### src/sltmc_cfg.svh
// Register offsets, field positions, reset values and character codes for the link test block
`ifndef SLTMC_CFG_SVH
`define SLTMC_CFG_SVH
// =====================================================================
// Register indices (byte address is four times the index)
`define SLTMC_IDX_SYNC_CTRL 6'h01
`define SLTMC_IDX_PATTERN 6'h02
`define SLTMC_IDX_MFC_CTRL 6'h03
`define SLTMC_IDX_SCRAMBLER 6'h05
`define SLTMC_IDX_STATUS 6'h08
// =====================================================================
// Field positions
`define SLTMC_SYNC_SW_BIT 7
`define SLTMC_SYNC_SW_EN_BIT 6
`define SLTMC_PAT_SEL_HI 7
`define SLTMC_PAT_SEL_LO 5
`define SLTMC_PAT_FLIP_BIT 4
`define SLTMC_MF_IGNORE_BIT 3
`define SLTMC_PRESET_EN_BIT 7
`define SLTMC_START_HI 6
`define SLTMC_START_LO 2
`define SLTMC_DELAY_HI 1
`define SLTMC_DELAY_LO 0
`define SLTMC_SCR_EN_BIT 7
// =====================================================================
// Reset values and masks of readable bits
`define SLTMC_RST_REG 8'h00
`define SLTMC_PAT_RD_MASK 8'hF8
`define SLTMC_SYNC_RD_MASK 8'hC0
`define SLTMC_SCR_RD_MASK 8'h80
// =====================================================================
// Timing counts
`define SLTMC_MF_LAST 5'h1F
`define SLTMC_ILA_MF_LAST 2'h3
`define SLTMC_RPAT_LAST 4'hB
// =====================================================================
// Control characters and data patterns
`define SLTMC_K28_5 8'hBC
`define SLTMC_K28_0 8'h1C
`define SLTMC_K28_3 8'h7C
`define SLTMC_K28_4 8'h9C
`define SLTMC_D21_5 8'hB5
`endif

### src/sltmc_pkg.sv
// Types shared by the link test and multiframe control block
package sltmc_pkg;
  // =====================================================================
  // Pattern select codes
  typedef enum logic [2:0] {
    SLTMC_PAT_NORMAL = 3'h0,
    SLTMC_PAT_D21_5 = 3'h1,
    SLTMC_PAT_K28_5 = 3'h2,
    SLTMC_PAT_ILA_LOOP = 3'h3,
    SLTMC_PAT_RPAT = 3'h4
  } sltmc_pat_e;
  // =====================================================================
  // Link states, Gray coded along the usual path
  typedef enum logic [2:0] {
    SLTMC_ST_CGS = 3'h0,
    SLTMC_ST_HOLD = 3'h1,
    SLTMC_ST_DELAY = 3'h3,
    SLTMC_ST_ILAS = 3'h2,
    SLTMC_ST_DATA = 3'h6
  } sltmc_state_e;
endpackage : sltmc_pkg

### src/sltmc_link_ctrl.sv
// Link-layer test pattern select, multiframe counter and alignment sequence control
//
// Our own choice: register access over APB.
`timescale 1ns/1ps
`include "sltmc_cfg.svh"
module sltmc_link_ctrl
  import sltmc_pkg::*;
#(
  parameter int LANES = 4,
  parameter int OCTETS_PER_FRAME = 2
) (
  input wire logic pclk,
  input wire logic presetn,
  input wire logic psel,
  input wire logic penable,
  input wire logic pwrite,
  input wire logic [7:0] paddr,
  input wire logic [31:0] pwdata,
  output logic [31:0] prdata,
  output logic pready,
  output logic pslverr,
  input wire logic sync_n,
  input wire logic sysref,
  input wire logic [LANES*8-1:0] sample_data,
  output logic [LANES*8-1:0] lane_data,
  output logic [LANES-1:0] lane_is_k,
  output logic lane_disp_flip,
  output logic [4:0] mf_count,
  output logic mf_boundary
);

  // =====================================================================
  // Register bus
  logic [7:0] sync_ctrl_ff;   // Software sync request and its enable
  logic [7:0] pattern_ff;     // Pattern select, disparity flip, SYSREF ignore
  logic [7:0] mfc_ctrl_ff;    // Preset enable, start value, alignment delay
  logic [7:0] scrambler_ff;   // Scrambler enable
  logic [5:0] reg_idx;        // Word index of the access
  logic idx_ok;               // Access lands on a mapped word
  logic apb_wr;               // Write takes effect this edge
  logic [7:0] status_byte;    // Live link state for software

  assign reg_idx = paddr[7:2];
  assign pready = 1'b1;  // Zero wait states: every access ends in its first access cycle
  assign apb_wr = psel & penable & pwrite & idx_ok;
  assign pslverr = psel & penable & ~idx_ok;

  // Address decode: the five mapped words, aligned accesses only
  always_comb begin
    unique case (reg_idx)
      `SLTMC_IDX_SYNC_CTRL, `SLTMC_IDX_PATTERN, `SLTMC_IDX_MFC_CTRL,
      `SLTMC_IDX_SCRAMBLER, `SLTMC_IDX_STATUS: idx_ok = (paddr[1:0] == 2'h0);
      default: idx_ok = 1'b0;
    endcase
  end

  // Register writes; the status word silently drops writes
  always_ff @(posedge pclk or negedge presetn) begin
    if (!presetn) begin
      sync_ctrl_ff <= `SLTMC_RST_REG;
      pattern_ff <= `SLTMC_RST_REG;
      mfc_ctrl_ff <= `SLTMC_RST_REG;
      scrambler_ff <= `SLTMC_RST_REG;
    end else if (apb_wr) begin
      unique case (reg_idx)
        `SLTMC_IDX_SYNC_CTRL: sync_ctrl_ff <= pwdata[7:0] & `SLTMC_SYNC_RD_MASK;
        `SLTMC_IDX_PATTERN: pattern_ff <= pwdata[7:0] & `SLTMC_PAT_RD_MASK;
        `SLTMC_IDX_MFC_CTRL: mfc_ctrl_ff <= pwdata[7:0];
        `SLTMC_IDX_SCRAMBLER: scrambler_ff <= pwdata[7:0] & `SLTMC_SCR_RD_MASK;
        default: ;
      endcase
    end
  end

  // Read data is registered so it stands stable through the access cycle
  always_ff @(posedge pclk or negedge presetn) begin
    if (!presetn) begin
      prdata <= 32'h0000_0000;
    end else if (psel & ~penable & ~pwrite) begin
      unique case (reg_idx)
        `SLTMC_IDX_SYNC_CTRL: prdata <= {24'h00_0000, sync_ctrl_ff};
        `SLTMC_IDX_PATTERN: prdata <= {24'h00_0000, pattern_ff};
        `SLTMC_IDX_MFC_CTRL: prdata <= {24'h00_0000, mfc_ctrl_ff};
        `SLTMC_IDX_SCRAMBLER: prdata <= {24'h00_0000, scrambler_ff};
        `SLTMC_IDX_STATUS: prdata <= {24'h00_0000, status_byte};
        default: prdata <= 32'h0000_0000;
      endcase
    end
  end

  // =====================================================================
  // Field decode
  sltmc_pat_e pat_sel;     // Active pattern code
  logic sync_req;          // Receiver or software asks for code-group sync
  logic preset_en;         // Restart from programmed value
  logic [4:0] start_val;   // Programmed restart value
  logic [1:0] ila_delay;   // Multiframes to wait before alignment sequence

  // Unused codes fall back to normal data; software must not write them
  always_comb begin
    unique case (pattern_ff[`SLTMC_PAT_SEL_HI:`SLTMC_PAT_SEL_LO])
      3'h1: pat_sel = SLTMC_PAT_D21_5;
      3'h2: pat_sel = SLTMC_PAT_K28_5;
      3'h3: pat_sel = SLTMC_PAT_ILA_LOOP;
      3'h4: pat_sel = SLTMC_PAT_RPAT;
      default: pat_sel = SLTMC_PAT_NORMAL;
    endcase
  end

  assign sync_req = sync_ctrl_ff[`SLTMC_SYNC_SW_EN_BIT] ? sync_ctrl_ff[`SLTMC_SYNC_SW_BIT]
                                                         : ~sync_n;
  assign preset_en = mfc_ctrl_ff[`SLTMC_PRESET_EN_BIT];
  assign start_val = mfc_ctrl_ff[`SLTMC_START_HI:`SLTMC_START_LO];
  assign ila_delay = mfc_ctrl_ff[`SLTMC_DELAY_HI:`SLTMC_DELAY_LO];

  // =====================================================================
  // Frame and multiframe counters
  localparam int OW = (OCTETS_PER_FRAME > 1) ? $clog2(OCTETS_PER_FRAME) : 1;
  localparam logic [OW-1:0] OCT_LAST = OW'(OCTETS_PER_FRAME - 1);
  logic [OW-1:0] octet_ff;   // Octet within frame
  logic [4:0] mf_count_ff;   // Local multiframe count
  logic restart;             // SYSREF restart that is not masked
  logic frame_end;           // Last octet of a frame
  logic mf_end;              // Last octet of a multiframe

  assign restart = sysref & ~pattern_ff[`SLTMC_MF_IGNORE_BIT];
  assign frame_end = (octet_ff == OCT_LAST);
  assign mf_end = frame_end & (mf_count_ff == `SLTMC_MF_LAST);
  assign mf_count = mf_count_ff;

  // Counter restarts on SYSREF unless the SYSREF ignore bit is set, otherwise advances one per frame
  always_ff @(posedge pclk or negedge presetn) begin
    if (!presetn) begin
      octet_ff <= '0;
      mf_count_ff <= 5'h00;
    end else if (restart) begin
      octet_ff <= '0;
      mf_count_ff <= preset_en ? start_val : 5'h00;
    end else if (frame_end) begin
      octet_ff <= '0;
      mf_count_ff <= mf_count_ff + 5'h01;
    end else begin
      octet_ff <= octet_ff + OW'(1);
    end
  end

  // Boundary pulse lets the receiver side align its own counter
  always_ff @(posedge pclk or negedge presetn) begin
    if (!presetn) begin
      mf_boundary <= 1'b0;
    end else begin
      mf_boundary <= mf_end & ~restart;
    end
  end

  // =====================================================================
  // Link state machine
  sltmc_state_e state_ff;
  sltmc_state_e nxt_state;
  logic [1:0] mf_left_ff;    // Multiframes left in delay or alignment phase
  logic [1:0] nxt_mf_left;
  logic ila_first;           // First multiframe of the alignment sequence

  always_comb begin
    nxt_state = state_ff;
    nxt_mf_left = mf_left_ff;
    if (sync_req) begin
      nxt_state = SLTMC_ST_CGS;
    end else begin
      unique case (state_ff)
        SLTMC_ST_CGS: begin
          nxt_state = SLTMC_ST_HOLD;
        end
        SLTMC_ST_HOLD: begin
          // Hold lasts until the count wraps after its last value; K28.5 continues through any delay
          if (mf_end && !restart) begin
            nxt_mf_left = ila_delay;
            nxt_state = (ila_delay == 2'h0) ? SLTMC_ST_ILAS : SLTMC_ST_DELAY;
            if (ila_delay == 2'h0) begin
              nxt_mf_left = `SLTMC_ILA_MF_LAST;
            end
          end
        end
        SLTMC_ST_DELAY: begin
          if (mf_end && !restart) begin
            nxt_mf_left = mf_left_ff - 2'h1;
            if (mf_left_ff == 2'h1) begin
              nxt_state = SLTMC_ST_ILAS;
              nxt_mf_left = `SLTMC_ILA_MF_LAST;
            end
          end
        end
        SLTMC_ST_ILAS: begin
          if (mf_end && !restart) begin
            nxt_mf_left = mf_left_ff - 2'h1;
            if (mf_left_ff == 2'h0) begin
              // Loop mode keeps sending alignment multiframes
              nxt_state = (pat_sel == SLTMC_PAT_ILA_LOOP) ? SLTMC_ST_ILAS
                                                          : SLTMC_ST_DATA;
              nxt_mf_left = `SLTMC_ILA_MF_LAST;
            end
          end
        end
        SLTMC_ST_DATA: begin
          nxt_state = SLTMC_ST_DATA;
        end
        default: nxt_state = SLTMC_ST_CGS;
      endcase
    end
  end

  // State register
  always_ff @(posedge pclk or negedge presetn) begin
    if (!presetn) begin
      state_ff <= SLTMC_ST_CGS;
      mf_left_ff <= 2'h0;
    end else begin
      state_ff <= nxt_state;
      mf_left_ff <= nxt_mf_left;
    end
  end

  assign ila_first = (mf_left_ff == `SLTMC_ILA_MF_LAST);
  assign status_byte = {state_ff, mf_count_ff};

  // =====================================================================
  // Random jitter pattern sequencer
  logic [3:0] rpat_idx_ff;   // Position in the 12-octet pattern
  logic [7:0] rpat_octet;

  always_ff @(posedge pclk or negedge presetn) begin
    if (!presetn) begin
      rpat_idx_ff <= 4'h0;
    end else if (pat_sel != SLTMC_PAT_RPAT || rpat_idx_ff == `SLTMC_RPAT_LAST) begin
      rpat_idx_ff <= 4'h0;
    end else begin
      rpat_idx_ff <= rpat_idx_ff + 4'h1;
    end
  end

  // Fixed pattern table
  always_comb begin
    unique case (rpat_idx_ff)
      4'h0: rpat_octet = 8'hBE;
      4'h1: rpat_octet = 8'hD7;
      4'h2: rpat_octet = 8'h23;
      4'h3: rpat_octet = 8'h47;
      4'h4: rpat_octet = 8'h6B;
      4'h5: rpat_octet = 8'h8F;
      4'h6: rpat_octet = 8'hB3;
      4'h7: rpat_octet = 8'h14;
      4'h8: rpat_octet = 8'h5E;
      4'h9: rpat_octet = 8'hFB;
      4'hA: rpat_octet = 8'h35;
      default: rpat_octet = 8'h59;
    endcase
  end

  // Disparity flip only in random pattern mode
  always_ff @(posedge pclk or negedge presetn) begin
    if (!presetn) begin
      lane_disp_flip <= 1'b0;
    end else begin
      lane_disp_flip <= (pat_sel == SLTMC_PAT_RPAT) & pattern_ff[`SLTMC_PAT_FLIP_BIT];
    end
  end

  // =====================================================================
  // Per-lane scrambler and output mux, same framing on every lane
  logic scr_en;
  logic first_octet;
  assign scr_en = scrambler_ff[`SLTMC_SCR_EN_BIT];
  assign first_octet = (octet_ff == '0) && (mf_count_ff == 5'h00);

  // Self-synchronous 1 + x^14 + x^15 scrambling of one octet, MSB first
  function automatic logic [22:0] sltmc_scramble(input logic [14:0] st, input logic [7:0] d);
    logic [14:0] s;
    logic [7:0] q;
    s = st;
    q = 8'h00;
    for (int i = 7; i >= 0; i--) begin
      q[i] = d[i] ^ s[13] ^ s[14];
      s = {s[13:0], q[i]};
    end
    return {s, q};
  endfunction : sltmc_scramble

  for (genvar ln = 0; ln < LANES; ln++) begin : g_lane
    logic [14:0] scr_ff;     // Scrambler history of this lane
    logic [22:0] scr_out;
    logic [7:0] nxt_data;
    logic nxt_k;
    assign scr_out = sltmc_scramble(scr_ff, sample_data[ln*8 +: 8]);

    // Scrambler advances only in the data state with scrambling enabled
    always_ff @(posedge pclk or negedge presetn) begin
      if (!presetn) begin
        scr_ff <= 15'h7FFF;
      end else if (state_ff == SLTMC_ST_DATA && scr_en) begin
        scr_ff <= scr_out[22:8];
      end
    end

    // Character selection; test patterns override the link sequence
    always_comb begin
      nxt_data = `SLTMC_K28_5;
      nxt_k = 1'b1;
      if (pat_sel == SLTMC_PAT_D21_5) begin
        nxt_data = `SLTMC_D21_5;
        nxt_k = 1'b0;
      end else if (pat_sel == SLTMC_PAT_K28_5) begin
        nxt_data = `SLTMC_K28_5;
      end else if (pat_sel == SLTMC_PAT_RPAT) begin
        nxt_data = rpat_octet;
        nxt_k = 1'b0;
      end else begin
        unique case (state_ff)
          SLTMC_ST_ILAS: begin
            nxt_k = 1'b0;
            nxt_data = {3'h0, mf_count_ff};
            if (first_octet) begin
              nxt_data = `SLTMC_K28_0;
              nxt_k = 1'b1;
            end else if (mf_end) begin
              nxt_data = `SLTMC_K28_3;
              nxt_k = 1'b1;
            end else if (ila_first && octet_ff == '0 && mf_count_ff == 5'h01) begin
              nxt_data = `SLTMC_K28_4;
              nxt_k = 1'b1;
            end
          end
          SLTMC_ST_DATA: begin
            nxt_data = scr_en ? scr_out[7:0] : sample_data[ln*8 +: 8];
            nxt_k = 1'b0;
          end
          default: begin
            nxt_data = `SLTMC_K28_5;
            nxt_k = 1'b1;
          end
        endcase
      end
    end

    // Registered lane outputs
    always_ff @(posedge pclk or negedge presetn) begin
      if (!presetn) begin
        lane_data[ln*8 +: 8] <= `SLTMC_K28_5;
        lane_is_k[ln] <= 1'b1;
      end else begin
        lane_data[ln*8 +: 8] <= nxt_data;
        lane_is_k[ln] <= nxt_k;
      end
    end
  end

endmodule : sltmc_link_ctrl

### config.mk
export PLATFORM = sky130hd
export DESIGN_NAME = sltmc_link_ctrl
export DESIGN_NICKNAME = d
export VERILOG_FILES = /design/src/sltmc_pkg.sv /design/src/sltmc_link_ctrl.sv
export VERILOG_INCLUDE_DIRS = /design/src
export SDC_FILE = /design/constraint.sdc
export NUM_CORES = 1
export LEC_CHECK = 0
export ABC_CLOCK_PERIOD_IN_PS = 3800
export BUFFER_PORTS_ARGS = -buffer_cell sky130_fd_sc_hd__clkbuf_2
export CAP_MARGIN = 40
export CELL_PAD_IN_SITES_DETAIL_PLACEMENT = 2
export CELL_PAD_IN_SITES_GLOBAL_PLACEMENT = 2
export CORE_MARGIN = 1.5
export CORE_UTILIZATION = 36
export DETAILED_ROUTE_END_ITERATION = 16
export PLACE_DENSITY_LB_ADDON = 0.1
export SYNTH_ARGS = -nofsm -noshare
export SYNTH_HDL_FRONTEND = slang
export SYNTH_SLANG_ARGS = --single-unit
### constraint.sdc
create_clock -name pclk -period 3.8 [get_ports pclk]
set_input_delay 0.38 -clock pclk [delete_from_list [all_inputs] [get_ports pclk]]
set_output_delay 0.38 -clock pclk [all_outputs]
set_load 0.05 [all_outputs]
==> results.toml <==
[sta]
setup_viol = 0
relSlewSlack_pct = 44.5
worst_pin_slew_ns = 0.833
fin_crit_sh_pct = 73.5
fin_worst_skew_ns = 0.0104
rsz0062_at_grt = "false"
max_freq_mhz = 358
finalMaxSlewViolations = 0
finalCriticalPeriod_ns = 2.79
fin_hold_ws_ns = 0.0374
hold_viol_final = 0
fin_tns_setup_ns = 0

[global_route]
antenna_found_initial = 0
grt_usage_pct = 22.2
grt_pass1_wl_um = 36100
grt_pass1_vias = 6373
grt_max_degree = 88
grt_overflow_total = 0

[floorplanning]
die_h_um = 145
core_sq_mm = 0.0196
rows = 51
dieArea_sq_mm = 0.0210
initial_core_util_pct = 37.0
fp.dieW_um = 145
io_pins = 156

[cts]
numCtsBuffers = 17
cts_tree = "built"
ctsHoldBuffers = 0
cts-htree-levels = 4
clk_path_buf_depth = 2
post_cts.repair.setup_buffers = 0
cts-resized-gates = 0
clock_latency_ns = 0.43
cts.sink_count = 134
clk_pin_slew_worst_paths_ns = 0.06
root_buffer = "clkbuf_16"

[routing]
drtPass1Iterations = 4
met1Wirelength_um = 9920
vias = 5696
wl_met2_um = 11500
drt-wirelength-per-cell_um = 19.9
wl_met3_um = 728
postRouteAntennaNets = 0
drtIter0Drc = 274
dr.max_layer_used = "met4"
drc = 0
routed_wl_um = 22400
vias_per_cell = 5.05

[worst_setup_path]
cp-start-kind = "flip-flop"
end_kind = "flip-flop"
cpPeakStageDelay_ns = 0.68
r2r_setup_slack_ns = 1.01
critPathTopFamily = "compound AO/OA/AOI/OAI gates"
worstPathMaxFanout = 8
reg2reg_from = "mf_count[0]"
critical_path_required_ns = 4.11
cp.arrival_ns = 3.10
crit_chain = "ha_1 > and3_1 > ha_1 > nand2_1 > a21boi_2 > a21oi_1 > a2111oi_2 > a21oi_1"
slowest_stage = "a2111oi_2"
startpoint = "mf_count[0]"
critical_path_class = "flip-flop to flip-flop"
critPathBufInv = 0

[place]
portBuffers = 106
gp_congestion = 0.808
place_inst = 1097
dp_hpwl_um = 16300

[synthesis]
avgSynthCellArea_sq_um = 9.62
synthAdderAreaFrac_pct = 2.93
yosys_warnings = 0
ys_seq_elements = 134
synth-xor-area-share_pct = 11.4
synthCells = 754
syn_area_sq_mm = 0.00725
synthFlopType = "dfstp_2"
synth_top_family_by_area = "simple AND/OR/NAND/NOR gates"
yosys-mux-area-fraction_pct = 3.92
yosysUniqueCellTypes = 60
synth-simple-area-share_pct = 16.2
synth_compound_area_share_pct = 11.7
seq_area_frac_synth_pct = 47.6
async_reset_ff_share_pct = 100
synth_edf_count = 0

[layout]
drive_above_1_share_pct = 30.1
antenna_cells = 0
syn_to_final_growth_pct = 18.1
fillerInstances = 2197
final_net_count = 947
layout.cells.non_filler = 1129

[power]
total_power_mw = 3.66
p_leak_nw = 4.03
max-vdd-ir-drop_mv = 0.280
pwr_density_cell_mw_per_mm2 = 428

[job]
maxCapViolations = 0

[run_status]
status = "finished, final reports clean"

[worst_hold_path]
min_path_type = "input port to async pin"
-- sequential cells by signal, indices dropped and copies added, names as in the netlist --
name / flops
rpat_idx_ff: 4
lane_data: 32
mfc_ctrl_ff: 8
lane_disp_flip: 1
mf_count: 5
state_ff: 3
frame_end: 1
prdata: 8
lane_is_k: 1
g_lane.scr_ff: 60
sync_ctrl_ff: 2
pattern_ff: 5
mf_boundary: 1
scrambler_ff: 1
mf_left_ff: 2
-- per-layer routing --
metal  vias to the layer above  GRT usage (%)
li1                       2644              -
met1                      2911           28.2
met2                       124           38.9
met3                        17           3.81
met4                         0           6.13
met5                         -              0
-- through the flow --
stage                     setup slack [ns]  utilization (%)  cell area (sq um)
after floorplan                       1.49                -               7340
after global placement                1.19             40.4               7910
after detailed placement              1.07             40.4               7910
after CTS                            0.988             43.7               8560
after global routing                 0.905             43.7               8560
final                                 1.01             43.7               8560
-- cell families (layout without fill, tap and decap cells) --
group	count (synthesis)	count (layout)
buffers and inverters	75	162
adders and majority gates	17	17
other	2	25
xor gates and xnor gates	94	94
and+or+nand+nor	270	270
AOI/OAI and AO/OA	138	138
DFF	134	134
muxes	24	24
-- layout make-up --
type	instances	area, sq um	share of cell area [%]
flip-flops and latches	134	3450	40.4
clock buffers	18	429	5.01
well taps	265	332	3.87
inverters	13	48.8	0.570
multi-input cells	568	3440	40.2
repair buffers	117	632	7.38
clock inverters	14	223	2.60
-- cell usage after synthesis (2+ instances only) --
library cell / count / area share [%]
o21ai_0: 55 / 3.8
and3_1: 4 / 0.35
a211oi_1: 8 / 0.83
inv_1: 13 / 0.67
conb_1: 2 / 0.10
nor2_1: 32 / 1.7
a32oi_1: 2 / 0.24
xnor2_1: 55 / 6.6
buf_4: 30 / 3.1
nand3_1: 7 / 0.48
mux2_4: 6 / 1.2
mux2_2: 11 / 1.7
a21oi_1: 34 / 2.3
nand2_1: 190 / 9.8
xor2_1: 39 / 4.7
and2_1: 4 / 0.35
dfstp_2: 81 / 29
o22ai_1: 2 / 0.17
a221o_2: 3 / 0.47
clkbuf_1: 9 / 0.47
nand3b_1: 4 / 0.41
nor2b_1: 10 / 0.86
a221oi_1: 3 / 0.36
nand4_1: 2 / 0.17
a21o_1: 7 / 0.72
dfrtp_1: 53 / 18
buf_2: 20 / 1.4
nor3b_1: 2 / 0.21
nand2b_1: 5 / 0.43
o311ai_0: 2 / 0.24
a31oi_1: 7 / 0.60
mux2i_1: 7 / 0.97
a311o_1: 2 / 0.28
ha_1: 17 / 2.9
-- layout by cell type, fill, tap and decap left out, types with 3 or more instances in the layout --
master and count:
a211oi_1 8, a21o_1 7, a21oi_1 34, a221o_2 3, a221oi_1 3, a31oi_1 7, and2_1 4, and3_1 4
buf_4 10, bufinv_16 5, clkbuf_16 17, clkbuf_2 105, clkinv_4 3, conb_1 25, dfrtp_1 53, dfstp_2 81
ha_1 17, inv_1 13, inv_6 3, mux2_2 11, mux2_4 6, mux2i_1 7, nand2_1 189, nand2b_1 5
nand3_1 7, nand3b_1 4, nor2_1 32, nor2b_1 10, o21ai_0 55, xnor2_1 55, xor2_1 39
-- final timing paths --
check                                       end  cells past startpoint
min in group pclk                mfc_ctrl_ff[1]                      3
min                               lane_data[17]                      1
max reg2reg                       lane_data[20]                      8
min reg2reg                 g_lane[0].scr_ff[8]                      2
max                               lane_data[20]                      8
max in group asynchronous  g_lane[3].scr_ff[13]                      2
-- power by group --
group | leakage [nW] | internal (mW) | total [mW] | switching (mW)
registers | 1.57 | 1.45 | 1.48 | 0.0308
clock network | 0.311 | 1.17 | 1.86 | 0.685
logic | 2.16 | 0.0897 | 0.321 | 0.231
(Power assumes the default switching activity.)
